File: config.mk
export PLATFORM = sky130hd
export DESIGN_NAME = dbrt_table
export DESIGN_NICKNAME = d
export VERILOG_FILES = /design/src/dbrt_table.v /design/src/dbrt_entry.v
export VERILOG_INCLUDE_DIRS = /design/src
export SDC_FILE = /design/constraint.sdc
export NUM_CORES = 1
export LEC_CHECK = 0
export BUFFER_PORTS_ARGS = -buffer_cell sky130_fd_sc_hd__buf_2
export CAP_MARGIN = 15
export CORE_MARGIN = 1
export CORE_UTILIZATION = 28
export CTS_CLUSTER_DIAMETER = 150
export CTS_CLUSTER_SIZE = 40
export DETAILED_ROUTE_END_ITERATION = 16
export PLACE_DENSITY = 0.88
export SKIP_CTS_REPAIR_TIMING = 1
export SLEW_MARGIN = 20
export SYNTH_ARGS = -nofsm -noshare
export SYNTH_HDL_FRONTEND = slang
export SYNTH_SLANG_ARGS = --single-unit
File: constraint.sdc
create_clock -name mclk_i -period 1.2 [get_ports mclk_i]
set_input_delay 0.18 -clock mclk_i [delete_from_list [all_inputs] [get_ports mclk_i]]
set_output_delay 0.18 -clock mclk_i [all_outputs]
set_load 0.02 [all_outputs]
File: src/dbrt_map.vh
// address map, field layout and fixed values of the debug lookup table
`ifndef DBRT_MAP_VH
`define DBRT_MAP_VH

// ----------------------------------------------------------------------
// bus geometry
// ----------------------------------------------------------------------
`define DBRT_ADDR_W 12
`define DBRT_DATA_W 32
`define DBRT_IDX_MSB 11
`define DBRT_IDX_LSB 2
`define DBRT_IDX_W 10

// ----------------------------------------------------------------------
// register offsets (byte addresses)
// ----------------------------------------------------------------------
`define DBRT_OFS_CLUSTER_ROM 12'h000
`define DBRT_OFS_CLUSTER_TRIGGER 12'h004
`define DBRT_OFS_CORE0_TRIGGER 12'h008
`define DBRT_OFS_CORE1_TRIGGER 12'h00C
`define DBRT_OFS_CORE2_TRIGGER 12'h010
`define DBRT_OFS_CORE3_TRIGGER 12'h014
`define DBRT_OFS_CORE4_TRIGGER 12'h018

// ----------------------------------------------------------------------
// entry field layout
// ----------------------------------------------------------------------
`define DBRT_COMP_OFS_MSB 31
`define DBRT_COMP_OFS_LSB 12
`define DBRT_COMP_OFS_W 20
`define DBRT_PDC_MSB 8
`define DBRT_PDC_LSB 4
`define DBRT_PDC_W 5
`define DBRT_PDC_VALID_BIT 2
`define DBRT_PRESENCE_MSB 1
`define DBRT_PRESENCE_LSB 0
`define DBRT_PRESENCE_W 2
`define DBRT_PRESENCE_YES 2'h3

// ----------------------------------------------------------------------
// entry contents
// ----------------------------------------------------------------------
`define DBRT_CO_CLUSTER_ROM 20'h000C0
`define DBRT_CO_CLUSTER_TRIGGER 20'h000F0
`define DBRT_CO_CORE0_TRIGGER 20'h000F0
`define DBRT_CO_CORE1_TRIGGER 20'h00170
`define DBRT_CO_CORE2_TRIGGER 20'h001F0
`define DBRT_CO_CORE3_TRIGGER 20'h00270
`define DBRT_CO_CORE4_TRIGGER 20'h002F0
`define DBRT_CLUSTER_POWER_DOMAIN 5'h00

// least core count at which each core-dependent entry is populated
`define DBRT_MIN_CORES_E3 2
`define DBRT_MIN_CORES_E4 3
`define DBRT_MIN_CORES_E5 4
`define DBRT_MIN_CORES_E6 5
`define DBRT_CORE_COUNT_DEF 14

`define DBRT_ZERO_WORD 32'h00000000

`endif

File: src/dbrt_table.v
// debug component lookup table behind a debug peripheral bus slave
`include "dbrt_map.vh"
`default_nettype none

module dbrt_table #(
  parameter integer CORE_COUNT = `DBRT_CORE_COUNT_DEF
) (
  // clock and reset
  input wire mclk_i,
  input wire resetn_i,
  // debug peripheral bus slave
  input wire psel_i,
  input wire penable_i,
  input wire pwrite_i,
  input wire [`DBRT_ADDR_W-1:0] paddr_i,
  input wire [`DBRT_DATA_W-1:0] pwdata_i,
  input wire [3:0] pstrb_i,
  output wire [`DBRT_DATA_W-1:0] prdata_o,
  output wire pready_o,
  output wire pslverr_o
);

  // ----------------------------------------------------------------------
  // build-time population of the core-dependent entries
  // ----------------------------------------------------------------------
  // fixed at elaboration: no write or reset can change a word afterwards
  localparam [0:0] HAS_CORE1 = (CORE_COUNT >= `DBRT_MIN_CORES_E3);
  localparam [0:0] HAS_CORE2 = (CORE_COUNT >= `DBRT_MIN_CORES_E4);
  localparam [0:0] HAS_CORE3 = (CORE_COUNT >= `DBRT_MIN_CORES_E5);
  localparam [0:0] HAS_CORE4 = (CORE_COUNT >= `DBRT_MIN_CORES_E6);

  // ----------------------------------------------------------------------
  // constant entries
  // ----------------------------------------------------------------------
  wire [31:0] ent0;
  wire [31:0] ent1;
  wire [31:0] ent2;
  wire [31:0] ent3;
  wire [31:0] ent4;
  wire [31:0] ent5;
  wire [31:0] ent6;

  dbrt_entry #(
    .COMP_OFS(`DBRT_CO_CLUSTER_ROM),
    .PDC_VALID(1'h1),
    .PDC(`DBRT_CLUSTER_POWER_DOMAIN),
    .POPULATED(1'h1)
  ) u_ent0 (
    .entry_o(ent0)
  );

  dbrt_entry #(
    .COMP_OFS(`DBRT_CO_CLUSTER_TRIGGER),
    .PDC_VALID(1'h0),
    .PDC(5'h00),
    .POPULATED(1'h1)
  ) u_ent1 (
    .entry_o(ent1)
  );

  dbrt_entry #(
    .COMP_OFS(`DBRT_CO_CORE0_TRIGGER),
    .PDC_VALID(1'h0),
    .PDC(5'h00),
    .POPULATED(1'h1)
  ) u_ent2 (
    .entry_o(ent2)
  );

  dbrt_entry #(
    .COMP_OFS(`DBRT_CO_CORE1_TRIGGER),
    .PDC_VALID(1'h0),
    .PDC(5'h00),
    .POPULATED(HAS_CORE1)
  ) u_ent3 (
    .entry_o(ent3)
  );

  dbrt_entry #(
    .COMP_OFS(`DBRT_CO_CORE2_TRIGGER),
    .PDC_VALID(1'h0),
    .PDC(5'h00),
    .POPULATED(HAS_CORE2)
  ) u_ent4 (
    .entry_o(ent4)
  );

  dbrt_entry #(
    .COMP_OFS(`DBRT_CO_CORE3_TRIGGER),
    .PDC_VALID(1'h0),
    .PDC(5'h00),
    .POPULATED(HAS_CORE3)
  ) u_ent5 (
    .entry_o(ent5)
  );

  dbrt_entry #(
    .COMP_OFS(`DBRT_CO_CORE4_TRIGGER),
    .PDC_VALID(1'h0),
    .PDC(5'h00),
    .POPULATED(HAS_CORE4)
  ) u_ent6 (
    .entry_o(ent6)
  );

  // ----------------------------------------------------------------------
  // address decode
  // ----------------------------------------------------------------------
  // byte lanes play no part: every entry is read as one whole word
  wire [`DBRT_ADDR_W-1:0] word_addr;
  wire hit0;
  wire hit1;
  wire hit2;
  wire hit3;
  wire hit4;
  wire hit5;
  wire hit6;

  assign word_addr = {paddr_i[`DBRT_IDX_MSB:`DBRT_IDX_LSB], 2'h0};
  assign hit0 = (word_addr == `DBRT_OFS_CLUSTER_ROM);
  assign hit1 = (word_addr == `DBRT_OFS_CLUSTER_TRIGGER);
  assign hit2 = (word_addr == `DBRT_OFS_CORE0_TRIGGER);
  assign hit3 = (word_addr == `DBRT_OFS_CORE1_TRIGGER);
  assign hit4 = (word_addr == `DBRT_OFS_CORE2_TRIGGER);
  assign hit5 = (word_addr == `DBRT_OFS_CORE3_TRIGGER);
  assign hit6 = (word_addr == `DBRT_OFS_CORE4_TRIGGER);

  // ----------------------------------------------------------------------
  // read data select
  // ----------------------------------------------------------------------
  // hits exclude each other, so an and-or tree needs no priority chain
  wire [`DBRT_DATA_W-1:0] sel_word;

  assign sel_word = ({`DBRT_DATA_W{hit0}} & ent0) |
    ({`DBRT_DATA_W{hit1}} & ent1) |
    ({`DBRT_DATA_W{hit2}} & ent2) |
    ({`DBRT_DATA_W{hit3}} & ent3) |
    ({`DBRT_DATA_W{hit4}} & ent4) |
    ({`DBRT_DATA_W{hit5}} & ent5) |
    ({`DBRT_DATA_W{hit6}} & ent6);

  // ----------------------------------------------------------------------
  // transfer phase tracking
  // ----------------------------------------------------------------------
  localparam [2:0] ST_IDLE = 3'b001;
  localparam [2:0] ST_RD_ACCESS = 3'b010;
  localparam [2:0] ST_WR_ACCESS = 3'b100;

  reg [2:0] state_q;
  reg [2:0] state_d;
  wire setup_any;
  wire setup_rd;
  wire setup_wr;

  // penable is low only in the setup phase, so each transfer is taken once
  assign setup_any = psel_i & ~penable_i;
  assign setup_rd = setup_any & ~pwrite_i;
  assign setup_wr = setup_any & pwrite_i;

  // the access cycle always lasts one clock; a setup may follow it at once
  always @*
  begin
    case (state_q)
      ST_IDLE:
      begin
        if (setup_rd)
        begin
          state_d = ST_RD_ACCESS;
        end
        else if (setup_wr)
        begin
          state_d = ST_WR_ACCESS;
        end
        else
        begin
          state_d = ST_IDLE;
        end
      end
      ST_RD_ACCESS:
      begin
        if (setup_rd)
        begin
          state_d = ST_RD_ACCESS;
        end
        else if (setup_wr)
        begin
          state_d = ST_WR_ACCESS;
        end
        else
        begin
          state_d = ST_IDLE;
        end
      end
      ST_WR_ACCESS:
      begin
        if (setup_rd)
        begin
          state_d = ST_RD_ACCESS;
        end
        else if (setup_wr)
        begin
          state_d = ST_WR_ACCESS;
        end
        else
        begin
          state_d = ST_IDLE;
        end
      end
      default: state_d = ST_IDLE;
    endcase
  end

  // ----------------------------------------------------------------------
  // answer registers
  // ----------------------------------------------------------------------
  reg [`DBRT_DATA_W-1:0] prdata_q;
  reg [`DBRT_DATA_W-1:0] prdata_d;
  reg pready_q;
  reg pready_d;
  reg pslverr_q;

  // data only shown on a read access; writes and idle cycles return zero
  always @*
  begin
    pready_d = 1'h0;
    prdata_d = `DBRT_ZERO_WORD;
    case (state_d)
      ST_RD_ACCESS:
      begin
        pready_d = 1'h1;
        prdata_d = sel_word;
      end
      ST_WR_ACCESS:
      begin
        // write data and strobes have no destination: nothing is writable
        pready_d = 1'h1;
      end
      default:
      begin
        pready_d = 1'h0;
      end
    endcase
  end

  always @(posedge mclk_i)
  begin
    if (!resetn_i)
    begin
      state_q <= ST_IDLE;
    end
    else
    begin
      state_q <= state_d;
    end
  end

  always @(posedge mclk_i)
  begin
    if (!resetn_i)
    begin
      pready_q <= 1'h0;
      prdata_q <= `DBRT_ZERO_WORD;
    end
    else
    begin
      pready_q <= pready_d;
      prdata_q <= prdata_d;
    end
  end

  // no request is ever refused, writes and unmapped words included
  always @(posedge mclk_i)
  begin
    if (!resetn_i)
    begin
      pslverr_q <= 1'h0;
    end
    else
    begin
      pslverr_q <= 1'h0;
    end
  end

  assign prdata_o = prdata_q;
  assign pready_o = pready_q;
  assign pslverr_o = pslverr_q;

endmodule // dbrt_table
`default_nettype wire

File: src/dbrt_entry.v
// one table entry assembled from its constant fields
`include "dbrt_map.vh"
`default_nettype none

module dbrt_entry #(
  parameter [19:0] COMP_OFS = 20'h00000,
  parameter [0:0] PDC_VALID = 1'h0,
  parameter [4:0] PDC = 5'h00,
  parameter [0:0] POPULATED = 1'h1
) (
  // descriptor word
  output wire [31:0] entry_o
);

  // unpopulated entries collapse to all reserved zero bits
  assign entry_o = POPULATED ?
    {COMP_OFS, 3'h0, PDC, 1'h0, PDC_VALID, `DBRT_PRESENCE_YES} :
    `DBRT_ZERO_WORD;

endmodule // dbrt_entry
`default_nettype wire

==> metrics.md, run 1 <==
| Metric | Value |
|---|---|
| Final instance area | `636.9 sq um` |
| Setup tns final | `0 ns` |
| CP endpoint kind | `flip-flop` |
| Chip width | `about 47 um` |
| Crit-path slowest cell | `dfxtp_1` |
| Commonest cells post-synth | `buf_4, dfxtp_1, nor3_1` |
| XOR/XNOR share of the synthesized area | `0.03063` |
| Nets | `141` |
| # setup viols final | `0` |
| Die H | `47.19 um` |
| Critical path's largest stage delay | `0.33 ns` |
| I/O pins | `87` |
| Initial detailed-routing violation count | `0` |
| H-tree level count | `1` |
| Wirelength per Cell | `7.640 um` |
| Status | `complete, no violations` |
| DIE AREA | `approximately 2200 sq um` |
| Crit path cell chain | `o21ai_1 > o211ai_4 > nor4b_2` |
| Multi-input logic area | `255.2 sq um` |
| RSZ-0062 raised after global routing | `false` |
| Critical path class | `reg -> reg` |
| Largest family of logic cells by synthesized area | `buffers and inverters` |
| Sequential area share after synthesis | `0.3501` |
| Top post-synthesis cells by area | `buf_4, dfxtp_1, nor3_1` |
| Layout Cells excl Fill | `~110` |
| Setup Skew | `between 0.0004 and 0.0005 ns` |
| Max Clock Freq | `slightly below 0.9 GHz` |
| Warning count from the yosys run | `0` |
| Total clock buffers created by CTS | `3` |
| Max_cap viols | `0` |
| Final period util | `0.9425` |
| Peak supply drop | `0.0003771 V` |
| Vias | `426` |
| First-pass GRT wire length | `between 1000 and 1500 um` |
| WP buf/inv | `0` |
| Count of flip-flops with a built-in enable after synthesis | `0` |
| Row count | `15` |
| CTS tree | `yes` |
| Largest net degree at the start of global routing | `11` |
| Period minus WS final | `1.131 ns` |
| Tightest Hold Check Type | `in -> reg` |
| DR DRC count | `0` |
| WP data required | `1.37 ns` |
| Register area | `200.2 sq um` |
| Max Root-Sink Buffers | `2` |
| Initial antenna violation count | `0` |
| Post-Route WL | `roughly 850 um` |
| Antenna viol nets, final | `0` |
| Area share of the largest cell type after synthesis | `0.3545` |
| Clk slew on worst S/H paths | `0.06 ns` |
| Yosys top cell by area | `buf_4` |
| Diode count | `0` |
| Crit path DAT | `roughly 1.3 ns` |
| Root Buffer | `clkbuf_4` |
| Compound-gate portion of the synthesized area | `0.06783` |
| Placed Area | `between 600 and 700 sq um` |
| Synthesized area | `571.8 sq um` |
| # placed instances | `108` |
| Startpoint types | `flip-flop` |
| HPWL after DPL | `714.5 um` |
| Total Power | `686.9 uW` |
| Routed vias/inst | `3.838` |
| Grt ovf | `0` |
| Buffers on Ports | `24` |
| Final max-slew violation count | `0` |
| Latest clock arrival within the worst-skew pair | `0.26 ns` |
| Asr flop ratio synth | `0` |
| Clk sink count | `10` |
| Simple-gate share of the synthesized area | `0.1772` |
| Vias in the first global route | `294` |
| Post-synthesis adder-cell area fraction | `0` |
| Drt pass-1 iters | `1` |
| Worst Path Max Fanout | `10` |
| Mux cell area share after synthesis | `0` |
| Initial core utilization | `0.3141` |
| Yosys reg bits | `10` |
| Layout cell share with drive strength beyond 1 | `0.3605` |
| Final hold vios | `0` |
| Synth Instances | `63` |
| Layout fillers | `202` |
| Pwr Density | `between 1000 and 1500 nW/um^2` |
| Area delta synth->final | `11.38%` |
| Post-synthesis area per instance | `around 9 sq um` |
| Largest delay share family, worst path | `compound AO/OA/AOI/OAI gates` |
| Main synth FF type | `dfxtp_1` |
| Leak | `0.0003441 uW` |
| Core area | `1821 sq um` |
| Top-count cell post-synth | `buf_4` |
| Yosys cell types | `18` |
| GRT Total Usage | `0.07053` |
| GP Congestion | `about 0.59` |
[power by group]
part | switching (uW) | total [uW] | internal [uW] | leakage [uW]
logic | 96.9 | 128 | 30.6 | 0.000249
registers | 3.83 | 341 | 337 | 0.0000810
clock network | 103 | 219 | 115 | 0.0000138
[worst reg2reg max path, cell delays in order, from the launching register on]
cell	delay (ns)
dfxtp_1	0.33
o21ai_1	0.23
o211ai_4	0.18
nor4b_2	0.30
[registers in the layout, indices dropped and copies added (netlist names)]
signal,cells
pready_o,1
prdata_o,6
state_q,3
[kinds of logic after synthesis]
logic type / count (synthesis)
compound gates: 4
simple gates: 17
flops: 10
buf+inv: 29
xor+xnor: 2
other cells: 1
[cell type report]
type	instances	area share
sequential	10	0.3143
tap	25	0.04912
clock buffer	3	0.03536
inverter	2	0.01179
multi-input combinational	47	0.4008
timing repair buffer	24	0.1886
[routing by layer]
metal / global-route usage / part of all wire / wire length [um]
met3: 0.01154 / 0.16 / 137
met5: 0 / 0 / 0
met2: 0.1444 / 0.49 / 415
met4: 0.06857 / 0.027 / 23
met1: 0.05215 / 0.32 / 271
[cells in the final DEF, fill, tap and decap left out, types with 2 or more instances in the layout]
cell / netlist / layout
buf_2: 0 / 24
nor3_1: 5 / 5
nor4_1: 2 / 2
and3b_1: 2 / 2
conb_1: 1 / 24
nor2_1: 3 / 3
clkbuf_4: 0 / 3
nand2_1: 2 / 2
dfxtp_1: 10 / 10
[worst paths after layout]
| path | from | endpoint | slack (ns) | depth (start not counted) |
|---|---|---|---|---|
| min reg2reg | state_q[1] | state_q[0] | 0.61 | 1 |
| max | state_q[0] | prdata_o[17] | 0.07 | 3 |
| min | pwrite_i | state_q[1] | 0.11 | 2 |
| max reg2reg | state_q[0] | prdata_o[17] | 0.07 | 3 |
[through the flow]
step | setup slack, ns | hold slack (ns) | util
after detailed placement | 0.04527 | 0.3837 | 0.3333
after floorplan | 0.1627 | 0.2524 | -
after global routing | 0.0005148 | 0.1173 | 0.3498
final | 0.06898 | 0.1107 | 0.3498
after CTS | 0.03291 | 0.1014 | 0.3457
after global placement | 0.09453 | 0.3787 | 0.3333
(Power assumes the default switching activity.)
==> inputs of run 2 (changes only) <==
Settings changed: GPL_ROUTABILITY_DRIVEN set to 0, PLACE_DENSITY 0.88 to unset, PLACE_DENSITY_LB_ADDON set to 0.25.
==> run 2 against run 1 <==
- sequential share of layout area fell by 0.31 points
- routed wire length fell by 9.6%
- clock skew barely moved
- non-clock buffer count did not move
- critical path type unchanged
==> metrics.md, run 2 (synthesis results as in run 1) <==
| Metric | Value |
|---|---|
| Pwr Density | `1179 nW/um^2 (+9.3%)` |
| Max_cap viols | `0 (unchanged)` |
| Max Clock Freq | `0.8916 GHz (+0.84%)` |
| Setup Skew | `0.0003028 ns (-0.0001154 ns)` |
| Post-Route WL | `767 um (-9.6%)` |
| DR DRC count | `0 (unchanged)` |
| Critical path class | `reg -> reg` |
| WP buf/inv | `0 (unchanged)` |
| H-tree level count | `1 (unchanged)` |
| Clk sink count | `10 (unchanged)` |
| Most frequent cells in the layout | `conb_1, buf_2, dfxtp_1, nor3_1` |
| Buffers on Ports | `24 (unchanged)` |
| GRT Total Usage | `0.07638 (+0.005845)` |
| R2R setup slack | `0.08 ns (about the same)` |
| HPWL after DPL | `639.6 um (-10%)` |
| Vias | `406 (-4.7%)` |
| Routed vias/inst | `3.625 (-5.5%)` |
| Worst r2r path cells | `3 (unchanged)` |
| Sw Share | `0.2742 (-0.02300)` |
| Tightest Hold Check Type | `in -> reg` |
| Peak supply drop | `0.0003627 V (-3.8%)` |
| Internal power | `550.5 uW (+14%)` |
| Reg2reg end | `prdata_o[17]` |
| Max Root-Sink Buffers | `2 (unchanged)` |
| Drt pass-1 iters | `3 (+2)` |
| Final instance area | `643.1 sq um (+0.98%)` |
| Psw | `207.9 uW (+1.9%)` |
| RSZ-0062 raised after global routing | `false` |
| Setup tns final | `0 ns (unchanged)` |
| Core area | `1821 sq um (unchanged)` |
| WHS Path Cells | `2 (unchanged)` |
| Area delta synth->final | `12.47%` |
| Critical path's largest stage delay | `0.34 ns (about the same)` |
| Dpl ws | `0.07266 ns (+0.02739 ns)` |
| Multi-input logic area | `247.7 sq um (-2.9%)` |
| # setup viols final | `0 (unchanged)` |
| DIE AREA | `2227 sq um (unchanged)` |
| Status | `complete, no violations` |
| Antenna viol nets, final | `0 (unchanged)` |
| Row count | `15 (unchanged)` |
| Crit path DAT | `1.30 ns (about the same)` |
| Vias in the first global route | `279 (-5.1%)` |
| Initial detailed-routing violation count | `4 (+4)` |
| Final period util | `0.9347 (-0.007842)` |
| Hold path startpoint | `pwrite_i` |
| WP depth | `3 (unchanged)` |
| Clock power frac | `0.388 (+0.070)` |
| Total clock buffers created by CTS | `3 (unchanged)` |
| Total Power | `758.5 uW (+10%)` |
| Register area | `200.2 sq um (unchanged)` |
| Largest net degree at the start of global routing | `11 (unchanged)` |
| Nets | `141 (unchanged)` |
| Final hold vios | `0 (unchanged)` |
| Layout fillers | `207 (+2.5%)` |
| Layout cell share with drive strength beyond 1 | `0.3563 (-0.004143)` |
| First-pass GRT wire length | `1083 um (+5.4%)` |
| Clk slew on worst S/H paths | `0.06 ns (about the same)` |
| Worst Path Max Fanout | `10 (unchanged)` |
| Grt ovf | `0 (unchanged)` |
| Placed Area | `606.8 sq um (unchanged)` |
| Diode count | `0 (unchanged)` |
| Largest delay share family, worst path | `flip-flops` |
| Sequential share of power | `0.447 (-0.049)` |
| I/O pins | `87 (unchanged)` |
| Die H | `47.19 um (unchanged)` |
| Initial core utilization | `0.3141 (unchanged)` |
| CTS tree | `yes` |
| Crit path cell chain | `xor2_1 > o211ai_4 > nor4b_2` |
| Final max-slew violation count | `0 (unchanged)` |
| Gate power share | `0.164 (-0.022)` |
| R2r startpoint | `state_q[2]` |
| WP data required | `1.37 ns (about the same)` |
| Worst Hold Slack | `0.1106 ns (-0.00004900 ns)` |
| Chip width | `47.19 um (unchanged)` |
| Latest clock arrival within the worst-skew pair | `0.26 ns (about the same)` |
| CP endpoint kind | `flip-flop` |
| Max FFs per register | `6 (unchanged)` |
| Initial antenna violation count | `0 (unchanged)` |
| Crit-path slowest cell | `dfxtp_1` |
| Worst Hold End | `state_q[1]` |
| Wirelength per Cell | `6.848 um (-10%)` |
| Period minus WS final | `1.122 ns (-0.009410 ns)` |
| Leak | `0.0003496 uW (+1.6%)` |
| Root Buffer | `clkbuf_4` |
| Worst setup margin | `0.07839 ns (+0.009410 ns)` |
| Startpoint types | `flip-flop` |
## run 2: cell count changes in the layout (fill, tap and decap cells not counted)
cell      previous run  this run
xor2_2               1         0
clkbuf_8             0         1
xor2_1               1         2
## run 2: area by class of cell
type	count	share of cell area
sequential	10	0.3113
tap	25	0.04864
inverter	2	0.01167
multi-input combinational	47	0.3852
clock buffer	4	0.05642
timing repair buffer	24	0.1868
## run 2: worst max path at each step
| stage | to | slack [ns] | start |
|---|---|---|---|
| floorplan | prdata_o[17] | 0.16 | state_q[2] |
| global placement | prdata_o[17] | 0.1 | pwrite_i |
| detailed placement | prdata_o[17] | 0.07 | state_q[2] |
| CTS | prdata_o[17] | 0.06 | state_q[2] |
| global route | prdata_o[17] | 0.02 | state_q[2] |
| finish | prdata_o[17] | 0.08 | state_q[2] |
## run 2: per-stage QoR
step	std cells	util
3_5_place_dp	108	0.3333
4_1_cts	112	0.3533
5_1_grt	112	0.3533
2_1_floorplan	86	-
3_3_place_gp	108	0.3333
6_report	112	0.3533
## run 2: metal layers
layer  global-route usage  vias to the layer above  wire, um
met5                    0                        -         0
met1              0.06897                      172       270
li1                     -                      204         -
met2               0.1278                       28       408
met3              0.01154                        2        78
met4               0.1029                        0        10
## run 2: power groups by stage
stage | registers, uW | clock network (uW) | logic (uW)
after floorplan | 349 | 0 | 150
after global placement | 347 | 0 | 123
after detailed placement | 347 | 0 | 124
after CTS | 339 | 308 | 124
after global routing | 340 | 322 | 137
final | 339 | 295 | 125
==> inputs of run 3 (changes only) <==
Settings changed: PLACE_DENSITY set to 0.83, PLACE_DENSITY_LB_ADDON 0.25 to unset.
==> run 3 against run 2 <==
- clock-buffer cell count fell by 1
- largest cell class unchanged
- largest power group unchanged
- die area did not move
- critical path depth did not move
- design area did not move
==> metrics.md, run 3 (synthesis results as in run 1) <==
| Metric | Value |
|---|---|
| Status | `complete, no violations` |
| Antenna viol nets, final | `0 (unchanged)` |
| Tightest Hold Check Type | `in -> reg` |
| Sequential share of power | `0.498 (+0.051)` |
| H-tree level count | `1 (unchanged)` |
| Buffers on Ports | `24 (unchanged)` |
| RSZ-0062 raised after global routing | `false` |
| Crit path cell chain | `xor2_2 > o211ai_4 > nor3_1` |
| Sw Share | `0.2952 (+0.02099)` |
| Largest delay share family, worst path | `flip-flops` |
| Die H | `47.19 um (unchanged)` |
| Worst Setup SP | `state_q[0]` |
| Vias in the first global route | `304 (+9.0%)` |
| Initial antenna violation count | `0 (unchanged)` |
| Crit-path slowest cell | `dfxtp_2` |
| Startpoint types | `flip-flop` |
| Root Buffer | `clkbuf_4` |
| Final instance area | `643.1 sq um (unchanged)` |
| Area delta synth->final | `12.47% (unchanged)` |
| Grt ovf | `0 (unchanged)` |
| Most frequent cells in the layout | `conb_1, buf_2, dfxtp_1, nor3_1` |
| # setup viols final | `0 (unchanged)` |
| Final period util | `0.8783 (-0.05639)` |
| Setup Skew | `0.003246 ns (+0.002943 ns)` |
| Placed Area | `606.8 sq um (unchanged)` |
| Critical path class | `reg -> reg` |
| Final max-slew violation count | `0 (unchanged)` |
| WP data required | `1.34 ns (-0.03 ns)` |
| GRT Total Usage | `0.08091 (+0.004533)` |
| Layout cell share with drive strength beyond 1 | `0.3953 (+0.03903)` |
| Routed vias/inst | `3.811 (+5.1%)` |
| Crit path DAT | `1.19 ns (-0.11 ns)` |
| I/O pins | `87 (unchanged)` |
| DR DRC count | `0 (unchanged)` |
| Peak supply drop | `0.0003320 V (-8.5%)` |
| Setup tns final | `0 ns (unchanged)` |
| Diode count | `0 (unchanged)` |
| Initial detailed-routing violation count | `3 (-1)` |
| Hold path startpoint | `pwrite_i` |
| Max FFs per register | `6 (unchanged)` |
| DIE AREA | `2227 sq um (unchanged)` |
| Critical path's largest stage delay | `0.34 ns (about the same)` |
| Max Root-Sink Buffers | `2 (unchanged)` |
| Drt pass-1 iters | `4 (+1)` |
| Final hold vios | `0 (unchanged)` |
| Initial core utilization | `0.3141 (unchanged)` |
| Clk slew on worst S/H paths | `0.06 ns (about the same)` |
| Clock power frac | `0.314 (-0.074)` |
| Post-Route WL | `865 um (+13%)` |
| Max Clock Freq | `0.9488 GHz (+6.4%)` |
| Worst Path Max Fanout | `10 (unchanged)` |
| Gate power share | `0.187 (+0.023)` |
| HPWL after DPL | `706.4 um (+10%)` |
| Chip width | `47.19 um (unchanged)` |
| First-pass GRT wire length | `1166 um (+7.7%)` |
| Vias | `423 (+4.2%)` |
| Row count | `15 (unchanged)` |
| WP buf/inv | `0 (unchanged)` |
| Core area | `1821 sq um (unchanged)` |
| R2r startpoint | `state_q[0]` |
| Layout fillers | `196 (-5.3%)` |
| CTS tree | `yes` |
| Internal power | `483.4 uW (-12%)` |
| CP endpoint kind | `flip-flop` |
| Max_cap viols | `0 (unchanged)` |
| Largest net degree at the start of global routing | `11 (unchanged)` |
| Wirelength per Cell | `7.793 um (+14%)` |
| Leak | `0.0003447 uW (-1.4%)` |
| Clk sink count | `10 (unchanged)` |
| Psw | `202.4 uW (-2.6%)` |
| Period minus WS final | `1.054 ns (-0.06766 ns)` |
| Total clock buffers created by CTS | `3 (unchanged)` |
| Pwr Density | `1067 nW/um^2 (-9.6%)` |
| Latest clock arrival within the worst-skew pair | `0.26 ns (about the same)` |
| Nets | `141 (unchanged)` |
## run 3: cell count changes in the layout (fill, tap and decap cells not counted)
cell,previous run,this run
dfxtp_1,10,8
dfxtp_2,0,2
o21ai_2,0,1
xor2_2,0,1
xor2_1,2,1
o21ai_1,1,0
clkbuf_8,1,0
## run 3: final cells by class
class / count / area (sq um) / area share
clock buffers: 3 / 22.52 / 0.03502
well taps: 25 / 31.28 / 0.04864
repair buffers: 24 / 120.1 / 0.1868
multi-input cells: 47 / 259.0 / 0.4027
inverters: 2 / 7.507 / 0.01167
flip-flops and latches: 10 / 202.7 / 0.3152
## run 3: stage by stage
stage	utilization	worst slack [ns]	total power, uW	std cells	hold WS (ns)
finish	0.3533	0.1461	685.9	111	0.1221
detailed placement	0.3333	0.1060	472.5	108	0.3893
floorplan	-	0.1627	498.7	86	0.2524
CTS	0.3457	0.09003	687.0	111	0.1130
global placement	0.3333	0.06810	469.2	108	0.3785
global route	0.3533	0.04572	712.0	111	0.1230
## run 3: power by group through the flow
stage | combinational [uW] | clock (uW) | sequential, uW
6_report | 129 | 216 | 342
5_1_grt | 139 | 230 | 342
4_1_cts | 126 | 221 | 340
3_5_place_dp | 125 | 0 | 347
3_3_place_gp | 122 | 0 | 347
2_1_floorplan | 150 | 0 | 349
## run 3: worst paths after layout
| kind | to | slack [ns] | cells after the start |
|---|---|---|---|
| setup / recovery | prdata_o[18] | 0.15 | 3 |
| hold / removal | state_q[1] | 0.12 | 2 |
| setup reg to reg | prdata_o[18] | 0.15 | 3 |
| hold reg to reg | state_q[0] | 0.62 | 1 |
## run 3: layer usage
layer | vias to the layer above | part of all wire | track usage
met5 | - | 0 | 0
met4 | 0 | 0.043 | 0.1029
met3 | 5 | 0.12 | 0.01154
met2 | 42 | 0.48 | 0.1472
met1 | 174 | 0.35 | 0.06621
li1 | 202 | - | -
